$ cat config.mk
export PLATFORM = sky130hd
export DESIGN_NAME = adc_channel_reader
export DESIGN_NICKNAME = d
export VERILOG_FILES = /design/src/adc_reader_pkg.sv /design/src/adc_sync_if.sv /design/src/adc_channel_reader.sv /design/src/adc_pin_sync.sv
export SDC_FILE = /design/constraint.sdc
export NUM_CORES = 1
export LEC_CHECK = 0
export BUFFER_PORTS_ARGS = -buffer_cell sky130_fd_sc_hd__buf_2
export CAP_MARGIN = 5
export CORE_ASPECT_RATIO = 1.4
export CORE_MARGIN = 2
export CORE_UTILIZATION = 59
export CTS_CLUSTER_SIZE = 14
export DETAILED_ROUTE_END_ITERATION = 8
export GPL_TIMING_DRIVEN = 0
export PLACE_DENSITY = 0.78
export SLEW_MARGIN = 40
export SYNTH_ARGS = -nofsm -noshare
export SYNTH_HDL_FRONTEND = slang
export SYNTH_SLANG_ARGS = --single-unit
$ cat constraint.sdc
create_clock -name mclk_i -period 3 [get_ports mclk_i]
set_input_delay 0.75 -clock mclk_i [delete_from_list [all_inputs] [get_ports mclk_i]]
set_output_delay 0.75 -clock mclk_i [all_outputs]
set_load 0.05 [all_outputs]
$ cat src/adc_reader_pkg.sv
package adc_reader_pkg;
  // clock figures, in hertz
  localparam int SYS_CLK_HZ = 10_000_000;
  localparam int SPI_CLK_HZ = 2_000_000;
  // serial clock period in system cycles, and how many of them stay low
  localparam int SCLK_DIV = SYS_CLK_HZ / SPI_CLK_HZ;
  localparam logic [2:0] SCLK_LAST = 3'(SCLK_DIV - 1);
  localparam logic [2:0] SCLK_RISE = 3'(SCLK_DIV - 2);
  // one frame is sixteen serial clocks
  localparam logic [3:0] FRAME_LAST = 4'hf;
  // channel address position inside the outgoing word
  localparam int ADDR_POS = 11;
  // result bits that reach the leds
  localparam int LED_LSB = 4;
  // idle cycles with chip select high between frames
  localparam logic [2:0] GAP_LAST = 3'h4;
  // channel that the first result after power-up belongs to
  localparam logic [2:0] FIRST_CHANNEL = 3'h0;
  // reset values
  localparam logic [7:0] LED_RESET = 8'h00;
  localparam logic [15:0] TX_RESET = 16'h0000;

  // gray-coded frame sequencer
  typedef enum logic [1:0] {
    ST_IDLE = 2'b00,
    ST_SHIFT = 2'b01,
    ST_DONE = 2'b11,
    ST_GAP = 2'b10
  } fsm_t;
endpackage

$ cat src/adc_sync_if.sv
`timescale 1ns/1ns
`default_nettype none
// synchronised pin levels passed from the input stage to the sequencer
interface adc_sync_if;
  logic dout;
  logic [3:0] sw;
  modport src (output dout, output sw);
  modport dst (input dout, input sw);
endinterface
`default_nettype wire

$ cat src/adc_channel_reader.sv
// What this block does
// switch patterns 0000..0111 pick inputs zero..seven
// leds show result bits four to eleven
// full scale lights all, zero lights none
// four-wire link: select, clock, data out, in
// serial clock runs at 2 MHz
// each frame sends next conversion's channel address
// result belongs to previous frame's address
// first result after power-up is input zero
// results are unsigned straight binary
// frames run back to back, switches sampled each
// leds update only from the selected channel
`timescale 1ns/1ns
`default_nettype none
module adc_channel_reader
  import adc_reader_pkg::*;
(
  input wire logic mclk_i,
  input wire logic rst_i,
  input wire logic [3:0] channel_select_switch_i,
  input wire logic adc_dout_i,
  output logic adc_cs_n_o,
  output logic adc_sclk_o,
  output logic adc_din_o,
  output logic [7:0] led_o
);
  // every piece of sequencer state in one record
  typedef struct packed {
    fsm_t st; // frame sequencer
    logic [2:0] phase; // position inside one serial clock period
    logic [3:0] bitcnt; // serial clock count inside the frame
    logic [15:0] tx; // outgoing word, msb on the data line
    logic [11:0] rx; // incoming result, oldest bits drop off the top
    logic [2:0] sel; // channel chosen by the switches
    logic [2:0] addr_cur; // channel addressed in this frame
    logic [2:0] addr_prev; // channel addressed in the frame before
    logic first; // no result has come back yet
    logic [7:0] leds; // displayed value
    logic cs_n; // chip select, low during a frame
    logic sclk; // serial clock, idles high
    logic din; // serial data toward the converter
  } state_t;

  state_t cur;
  state_t next_cur;
  adc_sync_if sync_bus ();
  logic [2:0] res_ch; // channel of the result that just finished
  logic match; // that channel is the one on display

  // pins cross into this clock through two flops
  adc_pin_sync u_sync (
    .mclk_i(mclk_i),
    .rst_i(rst_i),
    .adc_dout_i(adc_dout_i),
    .channel_select_switch_i(channel_select_switch_i),
    .sync_o(sync_bus)
  );

  // result attribution by the one-frame pipeline
  always_comb
  begin
    // power-up result
    res_ch = cur.first ? FIRST_CHANNEL : cur.addr_prev;
    // selection match
    match = (res_ch == cur.sel);
  end

  // sequencer: idle -> shift sixteen clocks -> done -> gap -> idle
  always_comb
  begin
    next_cur = cur;
    case (cur.st)
      ST_IDLE:
      begin
        // sample switches per frame
        // low patterns map straight to channels
        if (!sync_bus.sw[3])
        begin
          next_cur.sel = sync_bus.sw[2:0];
        end
        // patterns 1xxx are undefined, so the last selection is kept
        next_cur.addr_cur = next_cur.sel;
        // address for next conversion
        next_cur.tx = 16'(next_cur.sel) << ADDR_POS;
        next_cur.din = next_cur.tx[15];
        next_cur.cs_n = 1'b0;
        next_cur.sclk = 1'b0;
        next_cur.phase = 3'h0;
        next_cur.bitcnt = 4'h0;
        next_cur.st = ST_SHIFT;
      end
      ST_SHIFT:
      begin
        // divide to serial clock
        if (cur.phase == SCLK_LAST)
        begin
          next_cur.phase = 3'h0;
          // sampled late in the high half: the sync delay keeps us before the fall
          next_cur.rx = {cur.rx[10:0], sync_bus.dout};
          next_cur.tx = {cur.tx[14:0], 1'b0};
          next_cur.din = cur.tx[14];
          next_cur.bitcnt = cur.bitcnt + 4'h1;
          if (cur.bitcnt == FRAME_LAST)
          begin
            // end frame, select high
            next_cur.cs_n = 1'b1;
            next_cur.sclk = 1'b1;
            next_cur.din = 1'b0;
            next_cur.st = ST_DONE;
          end
          else
          begin
            next_cur.sclk = 1'b0;
          end
        end
        else
        begin
          next_cur.phase = cur.phase + 3'h1;
          next_cur.sclk = (next_cur.phase >= SCLK_RISE);
        end
      end
      ST_DONE:
      begin
        // upper result bits shown
        // unsigned binary, no conversion
        // full scale passes through
        if (match)
        begin
          next_cur.leds = cur.rx[11:LED_LSB];
        end
        // this frame's address owns the next result
        next_cur.addr_prev = cur.addr_cur;
        next_cur.first = 1'b0;
        next_cur.phase = 3'h0;
        next_cur.st = ST_GAP;
      end
      ST_GAP:
      begin
        // quiet time with select high so the converter sees a clean frame edge
        if (cur.phase == GAP_LAST)
        begin
          next_cur.st = ST_IDLE;
        end
        else
        begin
          next_cur.phase = cur.phase + 3'h1;
        end
      end
      default:
      begin
        next_cur.st = ST_IDLE;
        next_cur.cs_n = 1'b1;
        next_cur.sclk = 1'b1;
      end
    endcase
  end

  // state register
  always_ff @(posedge mclk_i or posedge rst_i)
  begin
    if (rst_i)
    begin
      // start in the gap: the synchroniser is cleared by reset too, and the first
      // frame must address the real switch setting, not the cleared one
      cur <= '{st: ST_GAP, phase: 3'h0, bitcnt: 4'h0, tx: TX_RESET, rx: 12'h000,
               sel: FIRST_CHANNEL, addr_cur: FIRST_CHANNEL, addr_prev: FIRST_CHANNEL,
               first: 1'b1, leds: LED_RESET, cs_n: 1'b1, sclk: 1'b1, din: 1'b0};
    end
    else
    begin
      cur <= next_cur;
    end
  end

  // all link pins and leds come straight from flops
  assign adc_cs_n_o = cur.cs_n;
  assign adc_sclk_o = cur.sclk;
  assign adc_din_o = cur.din;
  assign led_o = cur.leds;
endmodule
`default_nettype wire

$ cat src/adc_pin_sync.sv
`timescale 1ns/1ns
`default_nettype none
// two-stage synchroniser for the converter data line and the switches
module adc_pin_sync
  import adc_reader_pkg::*;
(
  input wire logic mclk_i,
  input wire logic rst_i,
  input wire logic adc_dout_i,
  input wire logic [3:0] channel_select_switch_i,
  adc_sync_if.src sync_o
);
  typedef struct packed {
    logic [4:0] meta; // first stage, read only by the second
    logic [4:0] stable; // second stage, safe to use
  } sync_state_t;

  sync_state_t cur;
  sync_state_t next_cur;

  // shift pins through both stages
  always_comb
  begin
    next_cur = cur;
    next_cur.meta = {channel_select_switch_i, adc_dout_i};
    next_cur.stable = cur.meta;
  end

  always_ff @(posedge mclk_i or posedge rst_i)
  begin
    if (rst_i)
    begin
      cur <= '0;
    end
    else
    begin
      cur <= next_cur;
    end
  end

  assign sync_o.dout = cur.stable[0];
  assign sync_o.sw = cur.stable[4:1];
endmodule
`default_nettype wire

==> Yosys cells after proc, flatten, opt, wreduce, memory -nomap -nowiden <==
Cells that the tools add are included.
{ "word_totals": {"elab_cells": 51, "out_inout_bits": 11, "regBits": 64, "inputBits": 7} }
{ "classes": {"magnitude_cmp": 1, "muxes": 17, "n_reduce_logical": 7, "eq_ne": 10, "addsub": 2} }
{ "ops": {"columns": ["cell", "count"], "rows": [
  ["$pmux 20 s2", 1],
  ["$mux 32", 1],
  ["$pmux 5 s4", 1],
  ["$mux 3", 4],
  ["$ne 2x2->1 const B", 4],
  ["$mux 1", 6],
  ["$mux 2", 3],
  ["$pmux 3 s2", 1],
  ["$reduce_and 2->1", 3],
  ["$reduce_and 3->1", 2],
  ["$add 4x1->4 const B", 1],
  ["$eq 2x2->1 const B", 2],
  ["$eq 4x4->1 const B", 1],
  ["$add 3x1->3 const B", 1],
  ["$eq 3x3->1", 1],
  ["$eq 3x3->1 const B", 1],
  ["$ge 3x2->1 const B", 1],
  ["$eq 2x1->1 const B", 1],
  ["$logic_not 2->1", 1],
  ["$reduce_bool 2->1", 1]
]} }

==> Logic depth before layout (Yosys ltp) <==
{ "logic_depth": {"depth_word": 4, "depth_mapped": 8, "mapped_depth_nobuf": 6} }

==> Hierarchy <==
Synthesis repeated with hierarchy kept, for this count alone.
{ "hier_totals": {"hier_cells": 204, "hier_area_um2": 2633.8} }
{ "modules_own_cells": {"columns": ["module", "area_per_inst_um2", "cells_each", "n_inst", "seq_area_each_um2"], "rows": [
  ["adc_channel_reader", 2349.8, 189, 1, 1331.3],
  ["adc_pin_sync", 284.0, 15, 1, 250.2]
]} }

==> Worst setup path after synthesis <==
OpenSTA, ideal clock, no wires.
{ "synth_timing": {"path_kind": "flip-flop to flip-flop", "startpoint": "reg cur[53] (netlist bit)", "endpoint": "reg cur[35] (netlist bit)", "path_slack_ns": 1.371, "required_time_ns": 2.879, "path_buffers": 2, "setup_ns": 0.121, "t_arrival_ns": 1.508, "stages_incl_launch_ff": 8, "period_less_slack_ns": 1.629, "path_cell_list": "dfrtp_1 -> inv_1 -> ha_1 -> nand2_1 -> a21o_1 -> buf_2 -> buf_2 -> a22o_1"} }
{ "synth_between": {"elab_chain_cells": 3} }
{ "synth_rtl": {"columns": ["element", "line", "rtl"], "rows": [
  ["start: declaration", "adc_channel_reader.sv:44", "state_t cur;"],
  ["start signal: assignment", "adc_channel_reader.sv:165", "cur <= '{st: ST_GAP, phase: 3'h0, bitcnt: 4'h0, tx: TX_RESET, rx: 12'h000,"],
  ["start signal: assignment", "adc_channel_reader.sv:171", "cur <= next_cur;"],
  ["$eq 3x3->1", "adc_channel_reader.sv:95", "if (cur.phase == SCLK_LAST)"],
  ["$ne 2x2->1 (no source line)", null, null],
  ["$reduce_and 2->1 (no source line)", null, null]
]} }
No other way between the ends.
A chain may end at the register's enable or synchronous reset.

==> Worst setup path in the final report <==
{ "layout_timing": {"startpoint": "reg cur[53] (netlist bit)", "endpoint": "reg cur[52] (netlist bit)"} }
Same word-level chain as after synthesis.

==> metrics.md <==
| Metric | Value |
|---|---|
| Final setup violation count | 0 |
| RSZ-0062 raised after global routing | false |
| Syn_nets | 207 |
| Worst hold margin | 0.346 ns |
| Post-Layout Inst Area | 0.00293 mm² |
| DRC | 0 |
| Synthesized cell area | 0.00260 mm² |
| PortBufs | 17 |
| Clk slew on worst S/H paths | 0.07 ns |
| Switching Fraction | 21.2% |
| Met2 layer usage reported by global route | 33.0% |
| TNS Setup | 0 ns |
| Routed vias | 1,579 |
| Vias/cell | 5.50 |
| Max-slew headroom | 70.4% |
| Area grow syn2layout | 12.9% |
| # IOs | 18 |
| Leak | 1.46 nW |
| CP endpoint kind | register |
| DP HPWL | 3.02 mm |
| Post-synth EDFFs | 0 |
| FP Rows | 28 |
| GP Congestion | 0.723 |
| Gate Count Post-Synth | 196 |
| Ant. Diodes | 0 |
| Largest net degree at the start of global routing | 37 |
| Post-CTS Resized | 0 |
| Drt total wl | 4.29 mm |
| CTS tree | done |
| Critical path arrival | 2.15 ns |
| Setup Skew | 0.00969 ns |
| Outcome | finished, final reports clean |
| Most Used Layer, Global Route | met2 |
| Global-route wire length before repair | 7.21 mm |
| Core area | 0.00424 mm² |
| Final ANT Viol Nets | 0 |
| Worst hold path depth | 0 |
| WS Path Type | register to register |
| Clk Latency, worst-skew pair | 0.33 ns |
| TritonCTS buffer count | 9 |
| Overall Global Routing Usage | 20.1% |
| Longest Clk Path Bufs | 2 |
| Most common cell after layout, fill and taps aside | dfrtp_1 |
| DR WL/cell | 14.9 µm |
| Initial DRT Pass Iterations | 4 |
| Vias in the first global route | 1,665 |
| Die Width | 60.1 µm |
| Initial core utilization | 61.2% |
| Synth Warn # | 0 |
| Share of post-route cells with drive strength above 1 | 26.4% |
| Max VDD drop | 0.352 mV |
| Final Cycle Share | 63.4% |
| Register-to-Register Path Depth | 7 |
| DRT iter0 DRCs | 69 |
| Slew @ Worst Pin | 0.444 ns |
| Die Y | 82.5 µm |
| Syn_area_per_cell | 13.2 µm² |
| CTS root buf | clkbuf_8 |
| Top_reg_cell synth | dfrtp_1 |
| Logic gate share of total power | 2.0% |
| Sequential power share | 58.1% |
| Min cycle time layout | 1.90 ns |
| MaxCap Viol Count | 0 |
| Depth of the CTS H-tree | 3 |
| Max Transition Viols Final | 0 |
| Worst-path maximum fanout | 10 |
| Die area | 0.00495 mm² |
| Grt total ovfl | 0 |
| Fin nets | 236 |
| Antenna violations before repair | 0 |
| Most frequent cells in the layout | 59 x dfrtp_1, 22 x buf_2, 17 x mux2_1 |
| Seq/Total Area, Yosys | 60.9% |
| GR Util met1 | 23.2% |
| Post-place instance area | 0.00278 mm² |
| Fmax achieved | 526 MHz |
| Final setup margin | 1.10 ns |
| Data required, critical path | 3.25 ns |
| Quantity of hold-fixing buffers added after cts | 0 |
| Net Switching | 0.317 mW |
| Grt met3 use | 7.79% |
| CP Launch Type | register |
| PD cells | 511 mW/mm² |
| Buffer count from post-CTS setup fixing | 0 |
| CTS Sinks | 63 |
| Part of the power in the clock network | 39.9% |
| Int Power | 1.18 mW |
| FFs w/ async S/R, synth | 100% |
| Post-synth cell types | 38 |
| Yosys reg bits | 63 |
| Pre-CTS WS | 1.10 ns |
| Power after layout | 1.50 mW |
| Final Hold Viols | 0 |
| Worst min-delay path class | register to register |
-- worst paths after layout --
| kind | from | slack [ns] | endpoint |
|---|---|---|---|
| setup / recovery | cur[53] | 1.10 | cur[52] |
| hold / removal | u_sync.cur[8] | 0.35 | u_sync.sync_o.sw[2] |
| setup reg to reg | cur[53] | 1.10 | cur[52] |
| hold reg to reg | u_sync.cur[8] | 0.35 | u_sync.sync_o.sw[2] |
| max in group asynchronous | rst_i | 2.04 | cur[57] |
| min in group asynchronous | rst_i | 0.39 | led_o[3] |
-- logic make-up after synthesis --
group | share of synthesized area, %
DFF | 60.9
and+or+nand+nor | 7.42
AOI/OAI and AO/OA | 8.96
muxes | 14.7
buffers and inverters | 5.01
adders and majority gates | 1.93
xor gates and xnor gates | 1.01
-- cell usage after synthesis, types with 3 or more instances --
| cell | instances | share of area, % |
|---|---|---|
| ha_1 | 4 | 1.9 |
| buf_4 | 8 | 2.3 |
| o21ai_1 | 7 | 1.3 |
| a22o_1 | 11 | 3.7 |
| xnor2_1 | 3 | 1.0 |
| mux2i_1 | 6 | 2.3 |
| nand2b_1 | 3 | 0.72 |
| dfrtp_1 | 59 | 57 |
| a21oi_1 | 8 | 1.5 |
| mux2_4 | 8 | 4.6 |
| buf_2 | 5 | 0.96 |
| nor2b_1 | 3 | 0.72 |
| nand2_1 | 5 | 0.72 |
| dfstp_2 | 4 | 4.0 |
| mux2_1 | 17 | 7.4 |
| nor2_1 | 13 | 1.9 |
| inv_1 | 6 | 0.87 |
| nand3_1 | 4 | 0.77 |
-- sequential cells by signal, summed over array words and instances, names as in the netlist --
name	flops
u_sync.sync_o.sw	4
cur	42
adc_cs_n_o	1
led_o	8
u_sync.sync_o.dout	1
adc_din_o	1
adc_sclk_o	1
u_sync.cur	5
-- final cells by class --
class                           count  area [µm²]
Buffer                             16         104
Fill cell                         307        1310
Inverter                            7        28.8
Multi-Input combinational cell    110         885
Clock inverter                      2        10.0
Sequential cell                    63        1580
Tap cell                           60        75.1
Clock buffer                       11         141
Timing Repair Buffer               18         105
-- through the flow --
| step | instances | utilization [%] |
|---|---|---|
| after floorplan | 196 | - |
| after global placement | 273 | 65.0 |
| after detailed placement | 274 | 65.6 |
| after CTS | 287 | 69.1 |
| after global routing | 287 | 69.1 |
| final | 287 | 69.1 |
-- power groups by stage --
stage / Sequential [mW] / Combinational (mW) / Clock [mW]
floorplan: 0.883 / 0.0186 / 0
global placement: 0.884 / 0.0257 / 0
detailed placement: 0.885 / 0.0312 / 0
CTS: 0.870 / 0.0313 / 0.602
global route: 0.870 / 0.0349 / 0.646
finish: 0.869 / 0.0296 / 0.597
-- critical path, cell delays in order (launching register included) --
cell	delay, ns
dfrtp_1	0.42
inv_1	0.12
ha_1	0.22
and4b_1	0.23
buf_2	0.26
buf_2	0.26
nand4_1	0.14
mux2i_1	0.17
-- per-layer routing --
metal,vias to the layer above,routed length (µm)
met4,0,54
met1,798,1750
met2,42,2300
met5,-,0
li1,733,-
met3,6,184
Power figures use the tool's default switching activity.
